$ cat src/shared/sfpi_defs.svh
`ifndef SFPI_DEFS_SVH
`define SFPI_DEFS_SVH

// ----------------------------------------------------------------
// timing
// ----------------------------------------------------------------
`define SFPI_CLK_NS     40
`define SFPI_TRST_NS    1000
`define SFPI_RST_CYC    ((`SFPI_TRST_NS + `SFPI_CLK_NS - 1) / `SFPI_CLK_NS)

// ----------------------------------------------------------------
// synchroniser vector layout and reset value, lane enable codes, idle byte and buffer depth
// ----------------------------------------------------------------
`define SFPI_CS_BIT     0
`define SFPI_CLK_BIT    1
`define SFPI_RSTN_BIT   2
`define SFPI_SYNC_RST   7'h04
`define SFPI_OE_OFF     4'hf
`define SFPI_OE_SINGLE  4'hd
`define SFPI_OE_DUAL    4'hc
`define SFPI_OE_QUAD    4'h0
`define SFPI_IDLE_BYTE  8'hff
`define SFPI_BUF_DEPTH  2

`endif

$ cat src/shared/sfpi_pkg.sv
package sfpi_pkg;

   // lane width of a phase
   typedef enum logic [1:0] {
      W_SINGLE = 2'b00,
      W_DUAL   = 2'b01,
      W_QUAD   = 2'b10
   } sfpi_width_type;

   // frame state
   typedef enum logic [1:0] {
      ST_IDLE  = 2'b00,
      ST_INSTR = 2'b01,
      ST_PHASE = 2'b10,
      ST_HALT  = 2'b11
   } sfpi_state_type;

   // phase setting given by the instruction decoder
   typedef struct packed {
      logic           dirOut;
      sfpi_width_type width;
   } sfpi_phase_type;

   // received byte
   typedef struct packed {
      logic       isInstr;
      logic [7:0] data;
   } sfpi_rx_type;

endpackage : sfpi_pkg

$ cat src/hdl/sfpi_pair_buffer.sv
`timescale 1ns/10ps
`default_nettype none
`include "sfpi_defs.svh"

module sfpi_pair_buffer (
   // system
   input  wire logic                   mclk,
   input  wire logic                   rst,
   // filling side
   input  wire logic                   inValid,
   input  wire sfpi_pkg::sfpi_rx_type  inWord,
   output logic                        inReady,
   // draining side
   output logic                        outValid,
   output var sfpi_pkg::sfpi_rx_type   outWord,
   input  wire logic                   outReady
);

   sfpi_pkg::sfpi_rx_type word_ff  [`SFPI_BUF_DEPTH];
   sfpi_pkg::sfpi_rx_type nxt_word [`SFPI_BUF_DEPTH];
   logic [1:0]            valid_ff;
   logic [1:0]            nxt_valid;

   // head always sits in entry 0 so the outputs come straight from flops
   always_comb begin
      nxt_valid = valid_ff;
      nxt_word  = word_ff;
      if (outReady && valid_ff[0]) begin
         nxt_word[0] = word_ff[1];
         nxt_valid   = {1'b0, valid_ff[1]};
      end
      // refuse while full even if popping; costs a cycle, keeps ready a flop bit
      if (inValid && !valid_ff[1]) begin
         if (nxt_valid[0]) begin
            nxt_word[1]  = inWord;
            nxt_valid[1] = 1'b1;
         end else begin
            nxt_word[0]  = inWord;
            nxt_valid[0] = 1'b1;
         end
      end
   end

   // registers; data needs no reset, valid bits do
   always_ff @(posedge mclk) begin
      word_ff <= nxt_word;
      if (rst) begin
         valid_ff <= 2'b00;
      end else begin
         valid_ff <= nxt_valid;
      end
   end

   assign inReady  = ~valid_ff[1];
   assign outValid = valid_ff[0];
   assign outWord  = word_ff[0];

endmodule : sfpi_pair_buffer
`default_nettype wire

$ cat src/hdl/sfpi_pin_front.sv
`timescale 1ns/10ps
`default_nettype none
`include "sfpi_defs.svh"

module sfpi_pin_front (
   // system
   input  wire logic                     mclk,
   input  wire logic                     rst,
   // pins from the host
   input  wire logic                     csN,
   input  wire logic                     sclk,
   input  wire logic                     resetPinN,
   input  wire logic [3:0]               dataLineIn,
   // pins toward the host, enable low while driving
   output logic [3:0]                    dataLineOut,
   output logic [3:0]                    dataLineOeN,
   // core side control
   input  wire sfpi_pkg::sfpi_phase_type phaseCfg,
   input  wire logic                     quadLinesEnable,
   input  wire logic                     intBusy,
   input  wire logic                     txValid,
   input  wire logic [7:0]               txByte,
   output logic                          txTaken,
   // received bytes
   output logic                          rxValid,
   output var sfpi_pkg::sfpi_rx_type     rxWord,
   input  wire logic                     rxReady,
   // status
   output logic                          selected,
   output logic                          deviceIdle,
   output logic                          coreReset,
   output logic                          overrun
);

   localparam logic [4:0] RST_LAST = 5'(`SFPI_RST_CYC - 1);

   // ----------------------------------------------------------------
   // pin synchronisers
   // ----------------------------------------------------------------
   logic [6:0] meta_ff;
   logic [6:0] sync_ff;
   logic [6:0] prev_ff;
   logic [6:0] nxt_meta;
   logic [6:0] nxt_sync;
   logic [6:0] nxt_prev;

   // first stage feeds only the second; edges come from stages two and three
   always_comb begin
      nxt_meta = {dataLineIn, resetPinN, sclk, csN};
      nxt_sync = meta_ff;
      nxt_prev = sync_ff;
   end

   always_ff @(posedge mclk) begin
      if (rst) begin
         meta_ff <= `SFPI_SYNC_RST;
         sync_ff <= `SFPI_SYNC_RST;
         prev_ff <= `SFPI_SYNC_RST;
      end else begin
         meta_ff <= nxt_meta;
         sync_ff <= nxt_sync;
         prev_ff <= nxt_prev;
      end
   end

   logic       csHigh;
   logic       csFall;
   logic       clkRise;
   logic       clkFall;
   logic       pinHigh;
   logic [3:0] lines;

   // the sync reset value reads chip select low, so a pin held low from
   // power-up never looks like a falling edge
   assign csHigh  = sync_ff[`SFPI_CS_BIT];
   assign csFall  = prev_ff[`SFPI_CS_BIT] & ~sync_ff[`SFPI_CS_BIT];
   assign clkRise = sync_ff[`SFPI_CLK_BIT] & ~prev_ff[`SFPI_CLK_BIT];
   assign clkFall = prev_ff[`SFPI_CLK_BIT] & ~sync_ff[`SFPI_CLK_BIT];
   assign pinHigh = sync_ff[`SFPI_RSTN_BIT];
   assign lines   = sync_ff[6:3];

   // ----------------------------------------------------------------
   // hardware reset pin
   // ----------------------------------------------------------------
   logic [4:0] lowCnt_ff;
   logic [4:0] nxt_lowCnt;
   logic       coreReset_ff;
   logic       nxt_coreReset;
   logic       rstAll;

   // nothing gates this counter but the system reset, so no state masks it
   always_comb begin
      nxt_lowCnt = 5'h00;
      if (!pinHigh) begin
         nxt_lowCnt = (lowCnt_ff == RST_LAST) ? lowCnt_ff : lowCnt_ff + 5'h01;
      end
      nxt_coreReset = !pinHigh && (lowCnt_ff == RST_LAST);
   end

   always_ff @(posedge mclk) begin
      if (rst) begin
         lowCnt_ff    <= 5'h00;
         coreReset_ff <= 1'b0;
      end else begin
         lowCnt_ff    <= nxt_lowCnt;
         coreReset_ff <= nxt_coreReset;
      end
   end

   assign rstAll = rst | coreReset_ff;

   // ----------------------------------------------------------------
   // frame engine
   // ----------------------------------------------------------------
   sfpi_pkg::sfpi_state_type state_ff;
   sfpi_pkg::sfpi_state_type nxt_state;
   sfpi_pkg::sfpi_phase_type phase_ff;
   sfpi_pkg::sfpi_phase_type nxt_phase;
   sfpi_pkg::sfpi_width_type curW;
   sfpi_pkg::sfpi_rx_type    pushWord;
   logic [2:0] bitCnt_ff;
   logic [2:0] nxt_bitCnt;
   logic [2:0] outLeft_ff;
   logic [2:0] nxt_outLeft;
   logic [2:0] lastChunk;
   logic [7:0] shIn_ff;
   logic [7:0] nxt_shIn;
   logic [7:0] shOut_ff;
   logic [7:0] nxt_shOut;
   logic [7:0] src;
   logic [3:0] dqOut_ff;
   logic [3:0] nxt_dqOut;
   logic [3:0] oeN_ff;
   logic [3:0] nxt_oeN;
   logic [3:0] step;
   logic [3:0] sum;
   logic       armed_ff;
   logic       nxt_armed;
   logic       selected_ff;
   logic       nxt_selected;
   logic       idle_ff;
   logic       nxt_idle;
   logic       overrun_ff;
   logic       nxt_overrun;
   logic       txTaken_ff;
   logic       nxt_txTaken;
   logic       byteDone;
   logic       push;
   logic       bufReady;

   // instruction bytes always single line, later phases follow the decoder
   always_comb begin
      curW = (state_ff == sfpi_pkg::ST_PHASE) ? phase_ff.width : sfpi_pkg::W_SINGLE;
      case (curW)
         sfpi_pkg::W_DUAL: step = 4'h2;
         sfpi_pkg::W_QUAD: step = 4'h4;
         default:          step = 4'h1;
      endcase
      sum         = {1'b0, bitCnt_ff} + step;
      byteDone    = clkRise && (sum == 4'h8);
      nxt_state   = state_ff;
      nxt_bitCnt  = bitCnt_ff;
      nxt_shIn    = shIn_ff;
      nxt_phase   = phase_ff;
      nxt_outLeft = outLeft_ff;
      nxt_shOut   = shOut_ff;
      nxt_dqOut   = dqOut_ff;
      nxt_txTaken = 1'b0;
      nxt_armed   = armed_ff | csHigh;
      push        = 1'b0;
      lastChunk   = 3'h7;
      src         = (outLeft_ff == 3'h0) ? (txValid ? txByte : `SFPI_IDLE_BYTE) : shOut_ff;
      case (state_ff)
         sfpi_pkg::ST_IDLE: begin
            if (csFall && armed_ff) begin
               nxt_state  = sfpi_pkg::ST_INSTR;
               nxt_bitCnt = 3'h0;
            end
         end
         sfpi_pkg::ST_INSTR, sfpi_pkg::ST_PHASE: begin
            // sample on rising edge
            if (clkRise) begin
               nxt_bitCnt = sum[2:0];
               case (curW)
                  sfpi_pkg::W_DUAL: nxt_shIn = {shIn_ff[5:0], lines[1:0]};
                  sfpi_pkg::W_QUAD: nxt_shIn = {shIn_ff[3:0], lines};
                  default:          nxt_shIn = {shIn_ff[6:0], lines[0]};
               endcase
            end
            // each byte boundary takes the decoder's next phase setting
            if (byteDone) begin
               push        = (state_ff == sfpi_pkg::ST_INSTR) || !phase_ff.dirOut;
               nxt_phase   = phaseCfg;
               nxt_outLeft = 3'h0;
               if (phaseCfg.width == sfpi_pkg::W_QUAD && !quadLinesEnable) begin
                  nxt_state = sfpi_pkg::ST_HALT;
               end else begin
                  nxt_state = sfpi_pkg::ST_PHASE;
               end
            end
            // drive on falling edge, new byte fetched when the old one ran out
            if (clkFall && state_ff == sfpi_pkg::ST_PHASE && phase_ff.dirOut) begin
               nxt_txTaken = (outLeft_ff == 3'h0) && txValid;
               case (curW)
                  sfpi_pkg::W_DUAL: begin
                     nxt_dqOut = {2'b00, src[7:6]};
                     nxt_shOut = {src[5:0], 2'b00};
                     lastChunk = 3'h3;
                  end
                  sfpi_pkg::W_QUAD: begin
                     nxt_dqOut = src[7:4];
                     nxt_shOut = {src[3:0], 4'h0};
                     lastChunk = 3'h1;
                  end
                  default: begin
                     nxt_dqOut = {2'b00, src[7], 1'b0};
                     nxt_shOut = {src[6:0], 1'b0};
                     lastChunk = 3'h7;
                  end
               endcase
               nxt_outLeft = (outLeft_ff == 3'h0) ? lastChunk : outLeft_ff - 3'h1;
            end
         end
         sfpi_pkg::ST_HALT: begin
            nxt_state = sfpi_pkg::ST_HALT;   // refused quad frame: wait for deselect
         end
         default: begin
            nxt_state = sfpi_pkg::ST_IDLE;
         end
      endcase
      if (csHigh) begin
         nxt_state  = sfpi_pkg::ST_IDLE;
         nxt_bitCnt = 3'h0;
      end
      nxt_selected = (nxt_state != sfpi_pkg::ST_IDLE);
      nxt_oeN      = `SFPI_OE_OFF;
      if (nxt_state == sfpi_pkg::ST_PHASE && nxt_phase.dirOut) begin
         case (nxt_phase.width)
            sfpi_pkg::W_DUAL: nxt_oeN = `SFPI_OE_DUAL;
            sfpi_pkg::W_QUAD: nxt_oeN = `SFPI_OE_QUAD;
            default:          nxt_oeN = `SFPI_OE_SINGLE;
         endcase
      end
      nxt_idle    = csHigh && !intBusy;
      // a fresh overrun wins over the clear at frame start
      nxt_overrun = (push && !bufReady) || (overrun_ff && !(csFall && armed_ff));
      pushWord.isInstr = (state_ff == sfpi_pkg::ST_INSTR);
      pushWord.data    = nxt_shIn;
   end

   always_ff @(posedge mclk) begin
      if (rstAll) begin
         state_ff    <= sfpi_pkg::ST_IDLE;
         phase_ff    <= '0;
         bitCnt_ff   <= 3'h0;
         outLeft_ff  <= 3'h0;
         shIn_ff     <= 8'h00;
         shOut_ff    <= 8'h00;
         dqOut_ff    <= 4'h0;
         oeN_ff      <= `SFPI_OE_OFF;
         armed_ff    <= 1'b0;
         selected_ff <= 1'b0;
         idle_ff     <= 1'b0;
         overrun_ff  <= 1'b0;
         txTaken_ff  <= 1'b0;
      end else begin
         state_ff    <= nxt_state;
         phase_ff    <= nxt_phase;
         bitCnt_ff   <= nxt_bitCnt;
         outLeft_ff  <= nxt_outLeft;
         shIn_ff     <= nxt_shIn;
         shOut_ff    <= nxt_shOut;
         dqOut_ff    <= nxt_dqOut;
         oeN_ff      <= nxt_oeN;
         armed_ff    <= nxt_armed;
         selected_ff <= nxt_selected;
         idle_ff     <= nxt_idle;
         overrun_ff  <= nxt_overrun;
         txTaken_ff  <= nxt_txTaken;
      end
   end

   // ----------------------------------------------------------------
   // receive buffer: the serial link cannot stall, a full buffer drops
   // the byte and raises overrun instead
   // ----------------------------------------------------------------
   sfpi_pair_buffer u_buf (
      .mclk     (mclk),
      .rst      (rstAll),
      .inValid  (push),
      .inWord   (pushWord),
      .inReady  (bufReady),
      .outValid (rxValid),
      .outWord  (rxWord),
      .outReady (rxReady)
   );

   assign dataLineOut = dqOut_ff;
   assign dataLineOeN = oeN_ff;
   assign txTaken     = txTaken_ff;
   assign selected    = selected_ff;
   assign deviceIdle  = idle_ff;
   assign coreReset   = coreReset_ff;
   assign overrun     = overrun_ff;
endmodule : sfpi_pin_front
`default_nettype wire

$ cat config.mk
export PLATFORM = sky130hd
export DESIGN_NAME = sfpi_pin_front
export DESIGN_NICKNAME = d
export VERILOG_FILES = /design/src/shared/sfpi_pkg.sv /design/src/hdl/sfpi_pair_buffer.sv /design/src/hdl/sfpi_pin_front.sv
export VERILOG_INCLUDE_DIRS = /design/src /design/src/shared
export SDC_FILE = /design/constraint.sdc
export NUM_CORES = 1
export LEC_CHECK = 0
export ABC_AREA = 0
export BUFFER_PORTS_ARGS = -buffer_cell sky130_fd_sc_hd__buf_2
export CAP_MARGIN = 20
export CELL_PAD_IN_SITES_DETAIL_PLACEMENT = 2
export CELL_PAD_IN_SITES_GLOBAL_PLACEMENT = 2
export CORE_MARGIN = 2
export CORE_UTILIZATION = 37
export DETAILED_ROUTE_END_ITERATION = 7
export GPL_ROUTABILITY_DRIVEN = 1
export GPL_TIMING_DRIVEN = 0
export PLACE_DENSITY_LB_ADDON = 0.1
export SETUP_SLACK_MARGIN = 0.5
export SLEW_MARGIN = 10
export SYNTH_ARGS = -nofsm -noshare
export SYNTH_HDL_FRONTEND = slang
export SYNTH_HIERARCHICAL = 1
export SYNTH_SLANG_ARGS = --single-unit
$ cat constraint.sdc
create_clock -name mclk -period 4.5 [get_ports mclk]
set_input_delay 0.45 -clock mclk [delete_from_list [all_inputs] [get_ports mclk]]
set_output_delay 0.45 -clock mclk [all_outputs]
set_load 0.05 [all_outputs]
# Word level (Yosys, flattened, before mapping)

Index checks and enable logic that the tools add are counted.

Register bits: 82
Bits of input ports: 24

Add/subtract/negate cells: 3
Equal/unequal tests: 13
Muxes and demuxes: 33
Bitwise operators: 11
Reduce and logical (&&, ||, !) cells: 35

Operators by type and width:

| operator              | number |
|---|---|
| $mux W8               | 4 |
| $pmux W8 S2           | 2 |
| $mux W9               | 3 |
| $mux W3               | 7 |
| $mux W18              | 1 |
| $pmux W3 S2           | 3 |
| $pmux W4 S2           | 2 |
| $logic_and A1 B1 Y1   | 13 |
| $eq A2 B2 Y1 const B  | 6 |
| $mux W2               | 6 |
| $reduce_or A2 Y1      | 4 |
| $eq A2 B1 Y1 const B  | 3 |
| $logic_not A1 Y1      | 6 |
| $not A1 Y1            | 6 |
| $pmux W2 S3           | 1 |
| $reduce_and A2 Y1     | 3 |
| $reduce_bool A2 Y1    | 3 |
| $add A5 B1 Y5 const B | 1 |
| $eq A5 B5 Y1 const B  | 1 |
| $add A3 B4 Y4         | 1 |
| $eq A4 B4 Y1 const B  | 1 |
| $mux W1               | 4 |
| $ne A2 B2 Y1 const B  | 2 |
| $and A1 B1 Y1         | 3 |
| 7 further kinds       | 9 |

# Logic depth before layout (Yosys ltp)

Depth in word-level cells: 14
Gate-level depth with buffers: 15
Mapped depth without buffers: 14

# Hierarchy

Netlist, hierarchy kept.

Modules (own cells, without submodules):

| module           | times used | cells an instance | area an instance (um2) | sequential area each (um2) |
|---|---|---|---|---|
| sfpi_pin_front   | 1          | 312               | 2880.3                 | 1201.2 |
| sfpi_pair_buffer | 1          | 58                | 839.6                  | 490.5 |

# Worst setup path after synthesis

No wires, ideal clock.

Path type: flip-flop to flip-flop
Start point: register state_ff[0]
End point: register u_buf.word_ff, in the netlist u_buf/outWord[0]
Setup time: 121 ps
Data arrival time: 3257 ps
Slack: 1122 ps
Stages on the path, launching flop included: 16
Path buffers: 1
Cell sequence: dfxtp_1 inv_1 ha_1 nand2_1 inv_1 ha_1 ha_1 inv_1 fa_1 nand2b_1 or3_1 a211oi_1 nand2b_4 a21o_2 buf_6 mux2_2

RTL lines:

| element                | line                   | text |
|---|---|---|
| start, declared        | sfpi_pin_front.sv:115  | `sfpi_pkg::sfpi_state_type state_ff;` |
| start signal, assigned | sfpi_pin_front.sv:253  | `state_ff <= sfpi_pkg::ST_IDLE;` |
| start signal, assigned | sfpi_pin_front.sv:267  | `state_ff <= nxt_state;` |
| end signal, assigned   | sfpi_pair_buffer.sv:46 | `word_ff <= nxt_word;` |
| end, declared          | sfpi_pair_buffer.sv:19 | `` sfpi_pkg::sfpi_rx_type word_ff [`SFPI_BUF_DEPTH]; `` |

==> flow_metrics.tcl <==
set metrics [dict create \
    viasPerCell 5.13 \
    synth_most_common_cell "dfxtp_1" \
    switching_share_pct 29.9 \
    ir_drop_mv 0.182 \
    power_leakage_nw 1.73 \
    crit_path_cell_trace "inv_1 > ha_1 > nand2_1 > inv_1 > ha_1 > ha_1 > inv_1 > fa_1 > xnor2_1 > a2111o_1 > mux2_4 > ha_1 > nand4b_1" \
    power_frac_comb_pct 15.5 \
    min_period_over_period_pct 84.2 \
    min_period_ns 3.79 \
    finalSetupTns_ns 0 \
    nFillCells 1093 \
    synth_largest_area_cell "dfxtp_1" \
    synth_area_um2 3720 \
    yosysSeqAreaShare_pct 45.5 \
    cp.arrival_ns 4.02 \
    ys.flop_type "dfxtp_1" \
    ys_types 55 \
    grt_antenna_before_repair 0 \
    finalHoldViolations 0 \
    drc_errors 0 \
    post-cts-setup-buffers 0 \
    gr-usage-all-layers_pct 18.9 \
    ios 47 \
    diodes 0 \
    async_flop_share_pct 0 \
    die-area_um2 10900 \
    yosys_warnings 6 \
    synth_area_leaders "dfxtp_1 (38%), mux2_2 (7.9%), edfxtp_1 (7.3%)" \
    setup.worst_path.end_class "flip-flop" \
    clock-sinks 80 \
    grt-ovfl-total 0 \
    area_growth_pct 15.8 \
    grt_max_degree 16 \
    status "finished clean" \
    path_clk_slew_ns 0.09 \
    synth-seq-cells 80 \
    place.gp.congestion 0.765 \
    holdWs_ns 0.240 \
    rr_worst_depth 13 \
    start_util_pct 38.1 \
    finalNonFillerCells 565 \
    fin_nets 467 \
    cpPeakStageDelay_ns 0.50 \
    grt_pass1_wl_um 16400 \
    synthDominantCellAreaShare_pct 38.2 \
    max_freq_mhz 264 \
    critical_path.slowest_cell "xnor2_1" \
    cts_tree "yes" \
    hold_depth 2 \
    fin_skew_ns 0.00888 \
    place_ws_ns 0.605 \
    root_buffer "clkbuf_8" \
    ant_nets 0 \
    worst_path_most_repeated_cell "ha_1" \
    startpoint_type "flip-flop" \
    drt_iter0_drc 55 \
    switching_power_uw 448 \
    htreeDepth 3 \
    holdBufCountCts 0 \
    dpl.hpwl_um 7130 \
    finalSetupViolCount 0 \
    rows 36 \
    clock_latency_ns 0.36 \
    ys_top_cells_by_count "dfxtp_1 (71), nor2_1 (29), mux2_2 (26)" \
    syn-num-nets 410 \
    dieWidth_um 104 \
    cts_buffers 9 \
    dr.pass1.iters 4 \
    holdPathEnd "deviceIdle" \
    worst_pin_slew_ns 0.968 \
    min_path_type "in2reg" \
    placedCellCount 549 \
    drv_cap 0 \
    critPathKind "reg2reg" \
    syn_avg_cell_area_um2 10.1 \
    core_um2 9770 \
    rsz0062_at_grt "yes" \
    route.vias.total 2897 \
    fp.dieH_um 104 \
    min_from "intBusy" \
    drive_gt1_share_pct 26.2 \
    setup_slack_ns 0.710 \
    p_int_mw 1.05 \
    fin_area_um2 4310 \
    cp_max_fo 6 \
    cts_max_path_buffers 2 \
    synth_edf_count 9 \
    wl_um 9580 \
    regToRegSetupSlack_ns 0.71 \
    io_buffer_count 46 \
    power_frac_clock_pct 34.1 \
    place_area_um2 4120 \
    power_density_nw_per_um2 348 \
    critPathRequiredTime_ns 4.73 \
    reg2reg_to "dataLineOeN[0]" \
    wl_per_cell_um 17.0 \
    maxSlewViolCount 0 \
    synthCells 370 \
    seqPwrFrac_pct 50.4 \
    maxSlewHeadroom_pct 35.2 \
    grt_pass1_vias 3139 \
    r2r_start "state_ff[0]" \
]
-- per-layer routing --
layer,global-route usage [%],vias to the layer above,part of all wire (%)
met5,0,-,0
met4,5.79,0,1.3
met3,3.70,9,2.7
met2,32.2,44,49
met1,24.2,1423,47
li1,-,1421,-
-- power by group through the flow --
| stage | Clock [mW] | Sequential, mW | Combinational (mW) |
|---|---|---|---|
| finish | 0.512 | 0.756 | 0.232 |
| global route | 0.564 | 0.759 | 0.258 |
| CTS | 0.534 | 0.757 | 0.237 |
| detailed placement | 0 | 0.773 | 0.232 |
| global placement | 0 | 0.772 | 0.223 |
| floorplan | 0 | 0.782 | 0.158 |
-- flip-flops by register name, summed over array words and instances (netlist names), 4 cells and up --
name           flops
u_buf/outWord      9
u_buf/word_ff      9
shIn_ff            8
meta_ff            7
nxt_prev           7
shOut_ff           7
lowCnt_ff          5
dataLineOut        4
-- timing repair --
| item | in CTS | in global routing |
|---|---|---|
| hold endpoints to repair | 0 | 0 |
| gates resized for setup | 0 | 1 |
| setup endpoints to repair | 0 | 19 |
-- placed cells by master, fill, tap and decap left out, types with 8 or more instances in the layout --
cell type	synthesis	layout
a21oi_1	17	17
a221oi_1	10	10
and2_1	10	10
buf_2	2	48
buf_4	10	10
clkbuf_1	13	13
clkbuf_8	0	10
dfxtp_1	71	71
edfxtp_1	9	9
ha_1	15	15
inv_1	19	19
mux2_2	26	26
mux2i_1	8	8
nand2_1	20	20
nand2b_1	10	10
nand3_1	10	10
nor2_1	29	29
nor2b_1	16	16
-- critical path, delay by kind of cell, from the launching register on --
family / cells / cell delay, ns
adder cells (fa/ha/maj): 5 / 1.50
XOR/XNOR: 1 / 0.50
flip-flops: 1 / 0.43
AO/OA/AOI/OAI: 1 / 0.36
multiplexers: 1 / 0.35
AND/OR/NAND/NOR: 2 / 0.26
buffers and inverters: 3 / 0.24
-- kinds of logic after synthesis --
kind of cell | after synthesis | synth area share, %
AND/OR/NAND/NOR | 121 | 17.9
multiplexers | 35 | 10.4
XOR/XNOR | 5 | 1.18
AO/OA/AOI/OAI | 68 | 13.6
adder cells (fa/ha/maj) | 16 | 5.58
flip-flops | 80 | 45.5
buffers and inverters | 45 | 5.82
-- worst max path at each step --
stage / end / slack [ns] / start
2_1_floorplan: u_buf/outWord[0] / 1.12 / state_ff[0]
3_3_place_gp: u_buf/word_ff[5] / 0.68 / state_ff[0]
3_5_place_dp: u_buf/word_ff[5] / 0.61 / state_ff[0]
4_1_cts: u_buf/word_ff[3] / 0.56 / state_ff[0]
5_1_grt: u_buf/word_ff[3] / 0.51 / state_ff[0]
6_report: dataLineOeN[0] / 0.71 / state_ff[0]
-- area by class of cell --
class / instances / area [µm²] / share of cell area [%]
buffer: 26 / 145 / 3.37
clock buffer: 10 / 138 / 3.19
clock inverter: 6 / 50.0 / 1.16
inverter: 19 / 71.3 / 1.66
multi-input combinational: 245 / 1820 / 42.2
sequential: 80 / 1690 / 39.3
tap: 133 / 166 / 3.86
timing repair buffer: 46 / 230 / 5.34
-- through the flow --
stage	utilization (%)	power, mW
finish	44.1	1.50
global route	44.1	1.58
CTS	44.0	1.53
detailed placement	42.1	1.01
global placement	42.1	0.995
floorplan	-	0.941
(Power assumes the default switching activity.)
